--- src/inc/zcdc_pkg.sv ---
// What this block does
// - Bit 5 reads detector output state; read-only, writes ignored.
// - Polarity clear: status reads 1 while pin sinks, 0 while sourcing.
// - Polarity set: logic output inverted, status 1 while pin sources.
// - Falling edge sets flag if bit 0 set; rising if bit 1 set.
package zcdc_pkg;
    // Register map, word offsets on the plain port
    localparam logic [3:0] ADDR_CONTROL = 4'h0;
    localparam logic [3:0] ADDR_STATUS = 4'h1;
    localparam logic [3:0] ADDR_INT_ENABLE = 4'h2;
    localparam logic [3:0] ADDR_INT_CLEAR = 4'h3;
    // Control register fields
    localparam int BIT_SOFT_ENABLE = 7;
    localparam int BIT_OUTPUT_STATE = 5;
    localparam int BIT_POLARITY = 4;
    localparam int BIT_RISE_ENABLE = 1;
    localparam int BIT_FALL_ENABLE = 0;
    // Writable control bits; unimplemented and read-only bits excluded
    localparam logic [7:0] CONTROL_WMASK = 8'h93;
    localparam logic [7:0] CONTROL_RESET = 8'h00;
    // Status register fields
    localparam int BIT_ZC_FLAG = 0;
    localparam logic [7:0] STATUS_RESET = 8'h00;
endpackage : zcdc_pkg

--- src/verilog/zcdc_top.sv ---
`timescale 1ns/1ps
module zcdc_top (
    // Clock and reset
    input wire logic clk,
    input wire logic nrst,
    // Register port
    input wire logic [3:0] reg_addr,
    input wire logic [7:0] reg_wdata,
    input wire logic reg_write,
    input wire logic reg_read,
    output logic [7:0] reg_rdata,
    // Analog front end and fuse
    input wire logic zc_pin_sinking,
    input wire logic zc_fuse_enable,
    output logic zc_detector_on,
    output logic zc_logic_output,
    // Interrupt
    output logic zc_irq
);

    ////////////////////////////////////////////////////////////////////////
    // Address decode shared by the write strobes
    // Strobe and address qualify together; an address alone never writes
    function automatic logic bus_hit(
        input logic strobe,
        input logic [3:0] addr,
        input logic [3:0] target
    );
        bus_hit = strobe && (addr == target);
    endfunction : bus_hit

    ////////////////////////////////////////////////////////////////////////
    // Control register and named views of its fields
    logic [7:0] zero_cross_control;
    logic [7:0] next_zero_cross_control;
    logic zc_soft_enable;
    logic zc_polarity_invert;
    logic zc_rise_flag_enable;
    logic zc_fall_flag_enable;
    // Interrupt enable, sticky flag and level output
    logic int_enable;
    logic next_int_enable;
    logic zc_interrupt_flag;
    logic next_zc_interrupt_flag;
    logic next_irq;
    logic flag_set;
    logic flag_clear;
    // Detector path and edge history
    logic next_detector_on;
    logic next_logic_output;
    logic prev_out;
    logic next_prev_out;
    logic out_valid;
    logic next_out_valid;
    logic rise_evt;
    logic fall_evt;
    // Bus decode and read path
    logic wr_control;
    logic wr_int_enable;
    logic wr_int_clear;
    logic [7:0] next_rdata;

    // Field views keep bit positions in the package only
    assign zc_soft_enable =
        zero_cross_control[zcdc_pkg::BIT_SOFT_ENABLE];
    assign zc_polarity_invert =
        zero_cross_control[zcdc_pkg::BIT_POLARITY];
    assign zc_rise_flag_enable =
        zero_cross_control[zcdc_pkg::BIT_RISE_ENABLE];
    assign zc_fall_flag_enable =
        zero_cross_control[zcdc_pkg::BIT_FALL_ENABLE];

    // Write decode; the clear register has no storage of its own
    assign wr_control = bus_hit(reg_write, reg_addr,
        zcdc_pkg::ADDR_CONTROL);
    assign wr_int_enable = bus_hit(reg_write, reg_addr,
        zcdc_pkg::ADDR_INT_ENABLE);
    assign wr_int_clear = bus_hit(reg_write, reg_addr,
        zcdc_pkg::ADDR_INT_CLEAR);

    ////////////////////////////////////////////////////////////////////////
    // Detector group: enable, polarity and edge history
    // Output held low while off, so switching off can look like a fall
    // Pin taken as synchronous; no extra flops, one cycle of latency
    always_comb begin
        next_detector_on = zc_fuse_enable | zc_soft_enable;
        next_logic_output = next_detector_on &
            (zc_pin_sinking ^ zc_polarity_invert);
        next_prev_out = zc_logic_output;
        // Edges count from the first clock after reset, so the first sample is compared against the reset-zero history
        next_out_valid = 1'b1;
    end

    // Detector flops
    always_ff @(posedge clk or negedge nrst) begin
        if (!nrst) begin
            zc_detector_on <= 1'b0;
            zc_logic_output <= 1'b0;
            prev_out <= 1'b0;
            out_valid <= 1'b0;
        end else begin
            zc_detector_on <= next_detector_on;
            zc_logic_output <= next_logic_output;
            prev_out <= next_prev_out;
            out_valid <= next_out_valid;
        end
    end

    // Edges between two registered samples of the output
    assign rise_evt = out_valid & zc_logic_output & ~prev_out;
    assign fall_evt = out_valid & ~zc_logic_output & prev_out;

    ////////////////////////////////////////////////////////////////////////
    // Register group: control and interrupt enable
    // Writes land on the edge that samples the strobe
    always_comb begin
        next_zero_cross_control = zero_cross_control;
        next_int_enable = int_enable;
        if (wr_control) begin
            // Status bit is not stored, so writes cannot touch it
            next_zero_cross_control =
                reg_wdata & zcdc_pkg::CONTROL_WMASK;
        end
        if (wr_int_enable) begin
            next_int_enable = reg_wdata[zcdc_pkg::BIT_ZC_FLAG];
        end
    end

    // Register flops
    always_ff @(posedge clk or negedge nrst) begin
        if (!nrst) begin
            zero_cross_control <= zcdc_pkg::CONTROL_RESET;
            int_enable <= 1'b0;
        end else begin
            zero_cross_control <= next_zero_cross_control;
            int_enable <= next_int_enable;
        end
    end

    ////////////////////////////////////////////////////////////////////////
    // Flag group: sticky flag and level interrupt
    // An enabled edge, and the clear bit of a clear write
    assign flag_set = (rise_evt & zc_rise_flag_enable) |
        (fall_evt & zc_fall_flag_enable);
    assign flag_clear = wr_int_clear & reg_wdata[zcdc_pkg::BIT_ZC_FLAG];

    // Set placed after clear so a coincident edge is never lost
    always_comb begin
        next_zc_interrupt_flag = zc_interrupt_flag;
        if (flag_clear) begin
            next_zc_interrupt_flag = 1'b0;
        end
        if (flag_set) begin
            next_zc_interrupt_flag = 1'b1;
        end
        // From next values so the level tracks the flag without lag
        next_irq = next_zc_interrupt_flag & next_int_enable;
    end

    // Flag and interrupt flops
    always_ff @(posedge clk or negedge nrst) begin
        if (!nrst) begin
            zc_interrupt_flag <= 1'b0;
            zc_irq <= 1'b0;
        end else begin
            zc_interrupt_flag <= next_zc_interrupt_flag;
            zc_irq <= next_irq;
        end
    end

    ////////////////////////////////////////////////////////////////////////
    // Read group; data stands one cycle after the strobe, zero otherwise
    // Unmapped addresses and the write-only clear read back zero
    always_comb begin
        next_rdata = 8'h00;
        if (reg_read) begin
            case (reg_addr)
                zcdc_pkg::ADDR_CONTROL: begin
                    next_rdata = zero_cross_control;
                    next_rdata[zcdc_pkg::BIT_OUTPUT_STATE] =
                        zc_logic_output;
                end
                zcdc_pkg::ADDR_STATUS: begin
                    next_rdata[zcdc_pkg::BIT_ZC_FLAG] = zc_interrupt_flag;
                end
                zcdc_pkg::ADDR_INT_ENABLE: begin
                    next_rdata[zcdc_pkg::BIT_ZC_FLAG] = int_enable;
                end
                default: begin
                    next_rdata = 8'h00;
                end
            endcase
        end
    end

    // Read data flop
    always_ff @(posedge clk or negedge nrst) begin
        if (!nrst) begin
            reg_rdata <= 8'h00;
        end else begin
            reg_rdata <= next_rdata;
        end
    end

    ////////////////////////////////////////////////////////////////////////
    // Checks: status bit, control writes and the read path
    // Read data is registered, so it must match the strobe cycle's output
    AST_STATUS_READ: assert property (@(posedge clk)
        disable iff (!nrst)
        bus_hit(reg_read, reg_addr, zcdc_pkg::ADDR_CONTROL) |=>
        reg_rdata[zcdc_pkg::BIT_OUTPUT_STATE] == $past(zc_logic_output))
        else $error("status bit does not follow output");

    // Only writable bits may land; status and unused bits stay clear
    AST_CONTROL_WRITE: assert property (@(posedge clk)
        disable iff (!nrst)
        wr_control |=> zero_cross_control ==
        ($past(reg_wdata) & zcdc_pkg::CONTROL_WMASK))
        else $error("control write not masked");

    // Bits 6, 3 and 2, unused in control, read zero on every register
    AST_RSVD_ZERO: assert property (@(posedge clk)
        disable iff (!nrst)
        $past(reg_read) |-> reg_rdata[6] == 1'b0 &&
        reg_rdata[3:2] == 2'b00)
        else $error("unimplemented bits not zero");

    // Data stands one cycle only; a stale word would be read twice
    AST_RDATA_IDLE: assert property (@(posedge clk)
        disable iff (!nrst)
        !reg_read |=> reg_rdata == 8'h00)
        else $error("read data not cleared after strobe");

    ////////////////////////////////////////////////////////////////////////
    // Checks: enable, fuse override and polarity
    // Detector forced on by the fuse whatever software wrote
    AST_FUSE_ON: assert property (@(posedge clk)
        disable iff (!nrst)
        zc_fuse_enable |=> zc_detector_on)
        else $error("fuse did not force detector on");

    // With neither fuse nor soft enable the detector and output stay low
    AST_SOFT_OFF: assert property (@(posedge clk)
        disable iff (!nrst)
        !zc_fuse_enable && !zc_soft_enable |=>
        !zc_detector_on && !zc_logic_output)
        else $error("detector on without an enable");

    // Polarity clear: output follows the sinking state of the pin
    AST_NOINV: assert property (@(posedge clk)
        disable iff (!nrst)
        !zc_polarity_invert && (zc_fuse_enable || zc_soft_enable) |=>
        zc_logic_output == $past(zc_pin_sinking))
        else $error("non-inverted output wrong");

    // Polarity set: output is the inverse of the sinking state
    AST_INV: assert property (@(posedge clk)
        disable iff (!nrst)
        zc_polarity_invert && (zc_fuse_enable || zc_soft_enable) |=>
        zc_logic_output == !$past(zc_pin_sinking))
        else $error("inverted output wrong");

    ////////////////////////////////////////////////////////////////////////
    // Checks: edge selection, sticky flag and interrupt level
    AST_RISE_SET: assert property (@(posedge clk)
        disable iff (!nrst)
        rise_evt && zc_rise_flag_enable |=> zc_interrupt_flag)
        else $error("rising edge did not set flag");

    AST_FALL_SET: assert property (@(posedge clk)
        disable iff (!nrst)
        fall_evt && zc_fall_flag_enable |=> zc_interrupt_flag)
        else $error("falling edge did not set flag");

    // A disabled edge leaves the flag alone
    AST_NO_SPURIOUS: assert property (@(posedge clk)
        disable iff (!nrst)
        !zc_interrupt_flag && !(rise_evt && zc_rise_flag_enable) &&
        !(fall_evt && zc_fall_flag_enable) |=> !zc_interrupt_flag)
        else $error("flag set without enabled edge");

    // A clear write empties the flag unless an enabled edge lands with it
    AST_CLEAR: assert property (@(posedge clk)
        disable iff (!nrst)
        wr_int_clear && reg_wdata[zcdc_pkg::BIT_ZC_FLAG] &&
        !(rise_evt && zc_rise_flag_enable) &&
        !(fall_evt && zc_fall_flag_enable) |=> !zc_interrupt_flag)
        else $error("clear write did not clear flag");

    // Level output registered from the same next values as the flag
    AST_IRQ: assert property (@(posedge clk)
        disable iff (!nrst)
        zc_irq == (zc_interrupt_flag && int_enable))
        else $error("interrupt level mismatch");

    ////////////////////////////////////////////////////////////////////////
    // Main scenarios worth seeing at least once
    COV_RISE: cover property (@(posedge clk) disable iff (!nrst)
        rise_evt && zc_rise_flag_enable);
    COV_FALL: cover property (@(posedge clk) disable iff (!nrst)
        fall_evt && zc_fall_flag_enable);
    COV_IRQ: cover property (@(posedge clk) disable iff (!nrst) zc_irq);
    // Clear and set in one cycle; the set must win
    COV_CLR_SET: cover property (@(posedge clk) disable iff (!nrst)
        flag_clear && flag_set);
    // Fuse holding the detector on against a cleared software bit
    COV_FUSE_OVERRIDE: cover property (@(posedge clk) disable iff (!nrst)
        zc_fuse_enable && !zc_soft_enable && zc_logic_output);

endmodule : zcdc_top
--- config.mk ---
export PLATFORM = sky130hd
export DESIGN_NAME = zcdc_top
export DESIGN_NICKNAME = d
export VERILOG_FILES = /design/src/inc/zcdc_pkg.sv /design/src/verilog/zcdc_top.sv
export SDC_FILE = /design/constraint.sdc
export NUM_CORES = 1
export LEC_CHECK = 0
export BUFFER_PORTS_ARGS = -buffer_cell sky130_fd_sc_hd__buf_2
export CAP_MARGIN = 10
export CORE_UTILIZATION = 39
export DETAILED_ROUTE_END_ITERATION = 10
export GPL_ROUTABILITY_DRIVEN = 0
export GPL_TIMING_DRIVEN = 0
export PLACE_DENSITY = 0.71
export SETUP_SLACK_MARGIN = 0.15
export SLEW_MARGIN = 20
export SYNTH_ARGS = -nofsm -noshare
export SYNTH_HDL_FRONTEND = slang
export SYNTH_SLANG_ARGS = --single-unit
export TNS_END_PERCENT = 20
--- constraint.sdc ---
create_clock -name clk -period 1.1 [get_ports clk]
set_clock_uncertainty 0.1 [all_clocks]
set_input_delay 0.22 -clock clk [delete_from_list [all_inputs] [get_ports clk]]
set_output_delay 0.22 -clock clk [all_outputs]
set_load 0.1 [all_outputs]
# --- Word level (Yosys, flattened, before mapping) ---
# Cells that the tools add are included.
op_classes:
  magnitude_cmp: 0
  n_reduce_logical: 4
  n_mul: 0
  n_eq_ne: 3
  n_addsub: 0
  mux: 6
  bitwise_logic: 14
  div: 0
  n_shift: 0
op_table:
  columns: ["op", "count"]
  rows:
  - ["1-bit AND", 9]
  - ["4-bit by 2-bit == test with 1-bit output, second input constant", 2]
  - ["8-bit 2-to-1 mux", 1]
  - ["7-bit 2-to-1 mux", 1]
  - ["4-bit by 1-bit == test with 1-bit output, second input constant", 1]
  - ["4-bit zero test", 1]
  - ["1-bit logical AND", 3]
  - ["1-bit 2-to-1 mux", 3]
  - ["1-bit case mux with 3 select lines", 1]
  - ["1-bit inverter", 2]
  - ["1-bit bitwise OR", 2]
  - ["1-bit XOR", 1]
totals:
  output_inout_bits: 11
  wordCells: 36
  rom_bits: 0
  n_memories: 0
  regBits: 19
  ramBits: 0
  inputBits: 18
  latch_bits: 0

# --- Longest topological paths before layout ---
# Gate-level depths: netlist (run 1).
depth:
  depth_word: 7
  ltp_mapped: 4
  depth_no_buf: 4

# --- Worst setup path after synthesis (run 1) ---
# OpenSTA, ideal clock, no wires.
synth_timing:
  path_kind: "register to register"
  startpoint: "reg zc_logic_output"
  endpoint: "reg zc_irq"
  path_buffers: 0
  arrival_ns: 1.516
  setup_ns: 0.119
  slack_ns: -0.635
  path_stages_with_launch: 4
  required_time_ns: 0.881
  period_less_slack_ns: 1.735
  cell_sequence: "dfrtp_1 -> o21ai_0 -> a22o_1 -> and2_1"
synth_via:
  elab_chain_cells: 7
  word_cells_on_any_way: 10
  cone_classes: "mux (1); bitwise (9)"
synth_lines:
  columns: ["item", "line", "source"]
  rows:
  - ["start: declaration", "zcdc_top.sv:16", "output logic zc_logic_output,"]
  - ["start signal: assignment", "zcdc_top.sv:103", "zc_logic_output <= next_logic_output;"]
  - ["1-bit inverter", "zcdc_top.sv:111", "assign fall_evt = out_valid & ~zc_logic_output & prev_out;"]
  - ["1-bit AND (2 in series)", "zcdc_top.sv:111", null]
  - ["1-bit AND", "zcdc_top.sv:144", "(fall_evt & zc_fall_flag_enable);"]
  - ["1-bit bitwise OR *", "zcdc_top.sv:143", "assign flag_set = (rise_evt & zc_rise_flag_enable) |"]
  - ["1-bit 2-to-1 mux *", "zcdc_top.sv:153", "if (flag_set) begin"]
  - ["net next_zc_interrupt_flag", "zcdc_top.sv:44", "logic next_zc_interrupt_flag;"]
  - ["1-bit AND *", "zcdc_top.sv:157", "next_irq = next_zc_interrupt_flag & next_int_enable;"]
  - ["net next_irq", "zcdc_top.sv:45", "logic next_irq;"]
  - ["end signal: assignment", "zcdc_top.sv:167", "zc_irq <= next_irq;"]
  - ["end: declaration", "zcdc_top.sv:18", "output logic zc_irq"]
# The timed path passes the listed nets; every way through them passes the cells marked *.
# A chain may end at the register's enable or synchronous reset.

# --- Final worst setup path (run 1) ---
layout_timing:
  startpoint: "reg zc_logic_output"
  endpoint: "out zc_logic_output"
# No word-level cell between the ends.

==> flow_metrics.env, run 1 <==
export IMPL_numCtsBuffers=3
export IMPL_cp_depth=1
export IMPL_rsz0062_at_grt="yes"
export IMPL_cp_cell_sequence="buf_12"
export IMPL_rows=14
export IMPL_grt_overflow=0
export IMPL_hold_violations=0
export IMPL_cts_setup_buffers=0
export IMPL_outcome="complete, but fails checks"
export IMPL_ant_nets=0
export IMPL_totalNegativeSetupSlack_ns=-0.848
export IMPL_vdd_drop_max_mv=1.70
export IMPL_ys_ff_latch=16
export IMPL_synth_top_area_share_pct=62.0
export IMPL_min_path_cells=2
export IMPL_grt_pass1_vias=424
export IMPL_antennaDiodeCount=0
export IMPL_cts_root_buf="clkbuf_4"
export IMPL_worstSetupPathType="reg -> out"
export IMPL_critPathTopFamily="flip-flops"
export IMPL_layout_common_cells="15 x dfrtp_1, 13 x buf_2, 6 x and2_1, 5 x buf_8"
export IMPL_slew_violations=0
export IMPL_dpl_hpwl_um=786
export IMPL_ios=29
export IMPL_via_count=435
export IMPL_cts_max_level=1
export IMPL_setup_slack_ns=-0.201
export IMPL_drt_iter0_drc=6
export IMPL_fp_dieW_um=42.7
export IMPL_path_buf_inv=1
export IMPL_antenna_found_initial=0
export IMPL_grt_pass1_wl_um=1770
export IMPL_syn_area_per_cell_um2=12.7
export IMPL_start_util_pct=42.4
export IMPL_first_pass_iters=3
export IMPL_crit_path_max_fanout=5
export IMPL_clk_pin_slew_ns=0.09
export IMPL_syn_area_um2=646
export IMPL_drc=0
export IMPL_synthCells=51
export IMPL_max_freq_mhz=769
export IMPL_crit_path_start_kind="register"
export IMPL_nets=98
export IMPL_worst_skew_pair_late_latency_ns=0.28
export IMPL_die_area_um2=1820
export IMPL_cp_required_ns=0.78
export IMPL_rrSetupSlack_ns=-0.13
export IMPL_crit_arrival_ns=0.98
export IMPL_synth_warnings=0
export IMPL_max_cap_violations=0
export IMPL_place_ws_ns=-0.209
export IMPL_fp_dieH_um=42.7
export IMPL_p_leak_nw=0.457
export IMPL_synthToLayoutAreaGrowth_pct=41.9
export IMPL_vias_per_cell=4.58
export IMPL_routed_wl_um=963
export IMPL_total_power_w=0.00172
export IMPL_holdCritPathClass="in -> reg"
export IMPL_io_buffers=21
export IMPL_clock_path_buffers=2
export IMPL_setup_violations=10
export IMPL_min_period_ns=1.30
export IMPL_wl_per_cell_um=10.1
export IMPL_timing_final_crit_share_pct=118
export IMPL_rr_worst_depth=4
export IMPL_cts_tree="yes"
export IMPL_coreArea_um2=1520
export IMPL_grt_usage_pct=12.9
export IMPL_endpoint_kind="output pin"
export IMPL_drive_gt1_share_pct=48.1
export IMPL_yosysUniqueCellTypes=21
export IMPL_cpMaxStageDelayCell="dfrtp_4"
export IMPL_slowest_delay_ns=0.52
export IMPL_ys_seq_area_share_pct=62.0
export IMPL_grt_max_degree=17
export IMPL_synth_largest_area_cell="dfrtp_1"
export IMPL_synthTopCellsByArea="dfrtp_1 62%, mux2_2 7.0%, and2_1 6.8%"
export IMPL_final_common_cell="dfrtp_1"
export IMPL_failed_checks="negative setup slack"
export IMPL_clock_sinks=16
export IMPL_powerDensity_nw_per_um2=1870
-- layout make-up --
class / instances / area, µm²
multi-input combinational: 33 / 236
inverter: 1 / 3.75
sequential: 16 / 404
timing repair buffer: 22 / 193
fill: 128 / 608
tap: 16 / 20.0
clock buffer: 4 / 36.3
buffer: 3 / 22.5
-- layer usage --
metal	vias up	part of all wire [%]	track usage, %
met5	-	0	0
met4	0	0	3.75
met3	0	5.4	3.83
met2	14	52	20.0
met1	202	42	17.6
li1	219	-	-
-- cells in the mapped netlist --
| library cell | number |
|---|---|
| nand3b_1 | 1 |
| buf_4 | 3 |
| mux2i_1 | 1 |
| a31oi_1 | 1 |
| conb_1 | 2 |
| dfrtp_1 | 16 |
| nor3_1 | 1 |
| nor2_1 | 3 |
| inv_1 | 1 |
| or2_2 | 1 |
| mux2_4 | 1 |
| o21ai_0 | 1 |
| xor2_1 | 1 |
| nand3_1 | 1 |
| nand4_1 | 1 |
| nand4b_1 | 1 |
| a22o_1 | 1 |
| nor2_4 | 1 |
| nand2_1 | 2 |
| and2_1 | 7 |
| mux2_2 | 4 |
-- timing repair --
action                                  in CTS  in global routing
hold endpoints to repair                    16                  0
resized for setup                           23                  3
endpoints found under the setup margin      12                 16
hold buffers                                 1                  0
pin swaps                                    3                  4
-- kinds of logic after synthesis --
family                 Yosys count  synth area share, %
AO/OA/AOI/OAI                    3                 3.10
XOR/XNOR                         1                 1.36
buffers and inverters            4                 4.07
flip-flops                      16                 62.0
multiplexers                     6                 10.9
other                            2                 1.16
AND/OR/NAND/NOR                 19                 17.4
-- registers in the layout, summed over array words and instances (netlist names) --
name                count
zc_irq                  1
reg_rdata               5
zero_cross_control      4
out_valid               1
zc_logic_output         1
int_enable              1
zc_interrupt_flag       1
prev_out                1
zc_detector_on          1
-- power by group --
part	switching [W]	internal, W	leakage, nW
sequential	0.0000714	0.000694	0.200
clock	0.000183	0.000201	0.0210
combinational	0.000359	0.000207	0.237
-- per-stage QoR --
step | area (µm²) | std cells | hold slack, ns | util [%]
2_1_floorplan | 657 | 53 | -0.176 | -
5_1_grt | 916 | 95 | 0.0326 | 60.1
6_report | 916 | 95 | 0.0366 | 60.1
4_1_cts | 903 | 95 | 0.0402 | 59.3
3_5_place_dp | 782 | 90 | 0.0446 | 51.3
3_3_place_gp | 782 | 90 | 0.0370 | 51.3
-- path summary, 6_finish.rpt --
| kind | endpoint | from |
|---|---|---|
| setup / recovery | zc_logic_output | zc_logic_output |
| hold / removal | zc_detector_on | zc_fuse_enable |
| setup reg to reg | zc_irq | zc_logic_output |
| hold reg to reg | prev_out | zc_logic_output |
| max in group asynchronous | zc_logic_output | nrst |
| min in group asynchronous | zero_cross_control[4] | nrst |
Power figures use the tool's default switching activity.
==> run 2, diff against run 1 <==
--- a/config.mk
+++ b/config.mk
@@ -11,7 +11,7 @@
 export DETAILED_ROUTE_END_ITERATION = 10
 export GPL_ROUTABILITY_DRIVEN = 0
 export GPL_TIMING_DRIVEN = 0
-export PLACE_DENSITY = 0.71
+export PLACE_DENSITY = 0.8
 export SETUP_SLACK_MARGIN = 0.15
 export SLEW_MARGIN = 20
 export SYNTH_ARGS = -nofsm -noshare
==> flow_metrics.env, run 2 (synthesis gave the netlist of run 1 again) <==
export IMPL_first_pass_iters=3
export IMPL_ff_latch_area_um2=404
export IMPL_max_freq_mhz=770
export IMPL_min_period_ns=1.30
export IMPL_powerDensity_nw_per_um2=1820
export IMPL_cts_root_buf="clkbuf_4"
export IMPL_fin_area_um2=910
export IMPL_post_route_util_pct=59.7
export IMPL_p_seq_share_pct=46.7
export IMPL_crit_path_max_fanout=5
export IMPL_clk_pin_slew_ns=0.08
export IMPL_p_leak_nw=0.451
export IMPL_coreArea_um2=1520
export IMPL_ant_nets=0
export IMPL_holdCritPathClass="in -> reg"
export IMPL_hold_violations=0
export IMPL_holdWs_ns=0.0473
export IMPL_wl_per_cell_um=10.2
export IMPL_antennaDiodeCount=0
export IMPL_drive_gt1_share_pct=46.8
export IMPL_crit_path_start_kind="register"
export IMPL_worst_skew_pair_late_latency_ns=0.28
export IMPL_grt_pass1_wl_um=1690
export IMPL_final_common_cell="dfrtp_1"
export IMPL_place_ws_ns=-0.194
export IMPL_p_int_w=0.00105
export IMPL_rsz0062_at_grt="yes"
export IMPL_grt_pass1_vias=400
export IMPL_grt_overflow=0
export IMPL_cp_cell_sequence="buf_12"
export IMPL_rows=14
export IMPL_vias_per_cell=4.76
export IMPL_via_count=452
export IMPL_clock_sinks=16
export IMPL_die_area_um2=1820
export IMPL_vdd_drop_max_mv=1.31
export IMPL_layout_common_cells="15 x dfrtp_1, 13 x buf_2, 6 x and2_1, 6 x buf_8"
export IMPL_cpMaxStageDelayCell="dfrtp_4"
export IMPL_slew_violations=0
export IMPL_endpoint_kind="output pin"
export IMPL_outcome="complete, but fails checks"
export IMPL_clock_path_buffers=2
export IMPL_fp_dieH_um=42.7
export IMPL_setup_violations=10
export IMPL_worstSetupPathType="reg -> out"
export IMPL_drc=0
export IMPL_dpl_hpwl_um=740
export IMPL_path_buf_inv=1
export IMPL_drt_iter0_drc=6
export IMPL_multi_input_area_um2=236
export IMPL_cts_tree="yes"
export IMPL_cp_required_ns=0.78
export IMPL_routed_wl_um=971
export IMPL_start_util_pct=42.4
export IMPL_power_switching_w=0.000600
export IMPL_regMostFlops="reg_rdata"
export IMPL_failed_checks="negative setup slack"
export IMPL_antenna_found_initial=0
export IMPL_ios=29
export IMPL_cts_max_level=1
export IMPL_combPwrFrac_pct=35.0
export IMPL_grt_max_degree=17
export IMPL_nets=98
export IMPL_grt_usage_pct=12.9
export IMPL_max_cap_violations=0
export IMPL_crit_arrival_ns=0.98
export IMPL_timing_final_crit_share_pct=118
export IMPL_n_fill_cell=125
export IMPL_cts_setup_buffers=0
export IMPL_slowest_delay_ns=0.52
export IMPL_setup_slack_ns=-0.199
export IMPL_fp_dieW_um=42.7
export IMPL_numCtsBuffers=3
export IMPL_synthToLayoutAreaGrowth_pct=40.9
export IMPL_largest_reg_flops=5
export IMPL_clkPwrFrac_pct=18.2
export IMPL_critPathTopFamily="flip-flops"
export IMPL_reg_top3="reg_rdata: 5 flops, zero_cross_control: 4 flops"
export IMPL_io_buffers=21
export IMPL_sw_frac_of_total_pct=36.3
export IMPL_place_area_um2=782
-- run 2: repair_timing --
| item | CTS | global route |
|---|---|---|
| resized for setup | 22 | 5 |
| hold buffers | 1 | 0 |
| cloned | 0 | 0 |
| endpoints found under the setup margin | 12 | 16 |
| endpoints found under the hold margin | 16 | 0 |
| pin swaps | 3 | 5 |
-- run 2: routing by layer --
| layer | routed length [µm] | up-vias | GRT usage, % |
|---|---|---|---|
| met3 | 64 | 0 | 7.66 |
| met2 | 500 | 16 | 20.6 |
| li1 | - | 219 | - |
| met5 | 0 | - | 0 |
| met4 | 0 | 0 | 1.88 |
| met1 | 406 | 217 | 15.2 |
-- run 2: cell type report --
| class | count | area share (%) |
|---|---|---|
| multi-input cells | 33 | 26.0 |
| clock buffers | 4 | 2.89 |
| plain buffers | 3 | 2.48 |
| repair buffers | 22 | 21.6 |
| flip-flops and latches | 16 | 44.4 |
| inverters | 1 | 0.413 |
| well taps | 16 | 2.20 |
-- run 2: path summary, 6_finish.rpt --
check                           slack, ns  cells after the start                    end       startpoint
worst min register to register       0.40                      0               prev_out  zc_logic_output
worst max-delay path                -0.20                      1        zc_logic_output  zc_logic_output
max in group asynchronous            0.34                      2        zc_logic_output             nrst
worst max register to register      -0.16                      4                 zc_irq  zc_logic_output
worst min-delay path                 0.05                      2         zc_detector_on   zc_fuse_enable
min in group asynchronous            0.27                      2  zero_cross_control[0]             nrst
-- run 2: per-stage QoR --
step                power [W]  cells  setup TNS (ns)
global placement      0.00125     90          -0.716
detailed placement    0.00126     90           -1.06
global route          0.00174     95           -1.23
finish                0.00165     95          -0.802
CTS                   0.00164     95          -0.829
floorplan             0.00115     53           -1.10
-- run 2: power groups by stage --
stage / Combinational (W) / Clock, W / Sequential [W]
4_1_cts: 0.000561 / 0.000315 / 0.000769
5_1_grt: 0.000603 / 0.000351 / 0.000788
2_1_floorplan: 0.000174 / 0 / 0.000979
6_report: 0.000578 / 0.000301 / 0.000771
3_5_place_dp: 0.000493 / 0 / 0.000767
3_3_place_gp: 0.000484 / 0 / 0.000763
==> run 3, diff against run 2 <==
--- a/config.mk
+++ b/config.mk
@@ -12,6 +12,7 @@
 export GPL_ROUTABILITY_DRIVEN = 0
 export GPL_TIMING_DRIVEN = 0
 export PLACE_DENSITY = 0.8
+export REMOVE_ABC_BUFFERS = 1
 export SETUP_SLACK_MARGIN = 0.15
 export SLEW_MARGIN = 20
 export SYNTH_ARGS = -nofsm -noshare
==> flow_metrics.env, run 3 (synthesis gave the netlist of run 1 again) <==
export IMPL_drc=0
export IMPL_fin_area_um2=895
export IMPL_clkPwrFrac_pct=22.6
export IMPL_n_fill_cell=120
export IMPL_sw_frac_of_total_pct=36.0
export IMPL_cts_max_level=1
export IMPL_cts_root_buf="clkbuf_4"
export IMPL_first_pass_iters=4
export IMPL_holdCritPathClass="in -> reg"
export IMPL_rrSetupSlack_ns=-0.06
export IMPL_p_leak_nw=0.442
export IMPL_vias_per_cell=4.95
export IMPL_dpl_hpwl_um=755
export IMPL_rsz0062_at_grt="yes"
export IMPL_nets=95
export IMPL_rows=14
export IMPL_cts_setup_buffers=0
export IMPL_synthToLayoutAreaGrowth_pct=38.6
export IMPL_cp_required_ns=0.78
export IMPL_cp_depth=1
export IMPL_startpoint="zc_logic_output"
export IMPL_layout_common_cells="15 x dfrtp_1, 13 x buf_2, 6 x and2_1, 5 x buf_8"
export IMPL_critPathTopFamily="flip-flops"
export IMPL_fin_cells=92
export IMPL_post_route_util_pct=58.7
export IMPL_fp_dieW_um=42.7
export IMPL_timing_final_crit_share_pct=112
export IMPL_cp_cell_sequence="buf_12"
export IMPL_crit_end="zc_logic_output"
export IMPL_setup_slack_ns=-0.131
export IMPL_fp_dieH_um=42.7
export IMPL_numCtsBuffers=3
export IMPL_via_count=455
export IMPL_wl_per_cell_um=11.2
export IMPL_min_period_ns=1.23
export IMPL_grt_pass1_wl_um=1790
export IMPL_hold_violations=0
export IMPL_die_area_um2=1820
export IMPL_ios=29
export IMPL_largest_reg_flops=5
export IMPL_reg2reg_to="zc_irq"
export IMPL_max_freq_mhz=813
export IMPL_antenna_found_initial=0
export IMPL_clock_path_buffers=2
export IMPL_drive_gt1_share_pct=44.7
export IMPL_clk_pin_slew_ns=0.09
export IMPL_place_area_um2=756
export IMPL_max_cap_violations=0
export IMPL_reg_top3="reg_rdata: 5 flops, zero_cross_control: 4 flops"
export IMPL_p_int_w=0.00109
export IMPL_regMostFlops="reg_rdata"
export IMPL_crit_arrival_ns=0.91
export IMPL_grt_max_degree=17
export IMPL_power_switching_w=0.000615
export IMPL_clock_sinks=16
export IMPL_outcome="complete, but fails checks"
export IMPL_antennaDiodeCount=0
export IMPL_cts_tree="yes"
export IMPL_final_common_cell="dfrtp_1"
export IMPL_slowest_delay_ns=0.45
export IMPL_vdd_drop_max_mv=0.892
export IMPL_path_buf_inv=1
export IMPL_coreArea_um2=1520
export IMPL_cpMaxStageDelayCell="dfrtp_2"
export IMPL_dp_cells=87
export IMPL_endpoint_kind="output pin"
export IMPL_crit_path_start_kind="register"
export IMPL_worstSetupPathType="reg -> out"
export IMPL_grt_overflow=0
export IMPL_ant_nets=0
export IMPL_io_buffers=21
export IMPL_worst_skew_pair_late_latency_ns=0.28
export IMPL_grt_pass1_vias=430
export IMPL_combPwrFrac_pct=32.7
export IMPL_rr_worst_depth=4
export IMPL_grt_usage_pct=13.5
export IMPL_setup_violations=9
export IMPL_regToRegStartpoint="zc_logic_output"
export IMPL_powerDensity_nw_per_um2=1910
export IMPL_slew_violations=0
export IMPL_failed_checks="negative setup slack"
export IMPL_crit_path_max_fanout=5
export IMPL_p_seq_share_pct=44.7
export IMPL_routed_wl_um=1030
export IMPL_drt_iter0_drc=8
export IMPL_start_util_pct=42.4
[run 3: worst min-delay path by stage]
stage	from	slack (ns)	end	cells after the start
after floorplan	nrst	-0.18	int_enable	0
after global placement	nrst	0.04	zero_cross_control[0]	1
after detailed placement	nrst	0.05	zero_cross_control[0]	1
after CTS	zc_fuse_enable	0.03	zc_detector_on	2
after global routing	zc_fuse_enable	0.04	zc_detector_on	2
final	zc_fuse_enable	0.04	zc_detector_on	2
[run 3: area by class of cell]
type	count	area, µm²	area share (%)
multi-input cells	33	231	25.9
well taps	16	20.0	2.24
flip-flops and latches	16	402	44.9
clock buffers	4	36.3	4.06
repair buffers	22	201	22.5
inverters	1	3.75	0.420
[run 3: per-layer routing]
metal / vias up / wire (µm) / GRT usage [%]
met4: 0 / 4 / 7.50
met3: 2 / 47 / 2.55
met1: 217 / 442 / 15.7
li1: 215 / - / -
met2: 21 / 535 / 23.0
met5: - / 0 / 0
[run 3: timing repair]
item,in CTS,in global routing
setup endpoints to repair,12,12
endpoints found under the hold margin,16,0
pin swaps,6,4
hold buffers,1,0
resized for setup,23,5
[run 3: power groups by stage]
stage	Combinational (W)	Clock [W]	Sequential (W)
3_5_place_dp	0.000483	0	0.000760
4_1_cts	0.000551	0.000396	0.000761
5_1_grt	0.000586	0.000423	0.000778
3_3_place_gp	0.000475	0	0.000757
6_report	0.000558	0.000385	0.000763
2_1_floorplan	0.000164	0	0.000972
[run 3: through the flow]
stage | total power [W] | hold slack [ns] | worst slack (ns) | TNS, ns
after global placement | 0.00123 | 0.0363 | -0.171 | -0.704
final | 0.00171 | 0.0439 | -0.131 | -0.719
after global routing | 0.00179 | 0.0392 | -0.165 | -1.04
after floorplan | 0.00114 | -0.176 | -0.635 | -2.38
after detailed placement | 0.00124 | 0.0469 | -0.171 | -0.851
after CTS | 0.00171 | 0.0346 | -0.163 | -0.844
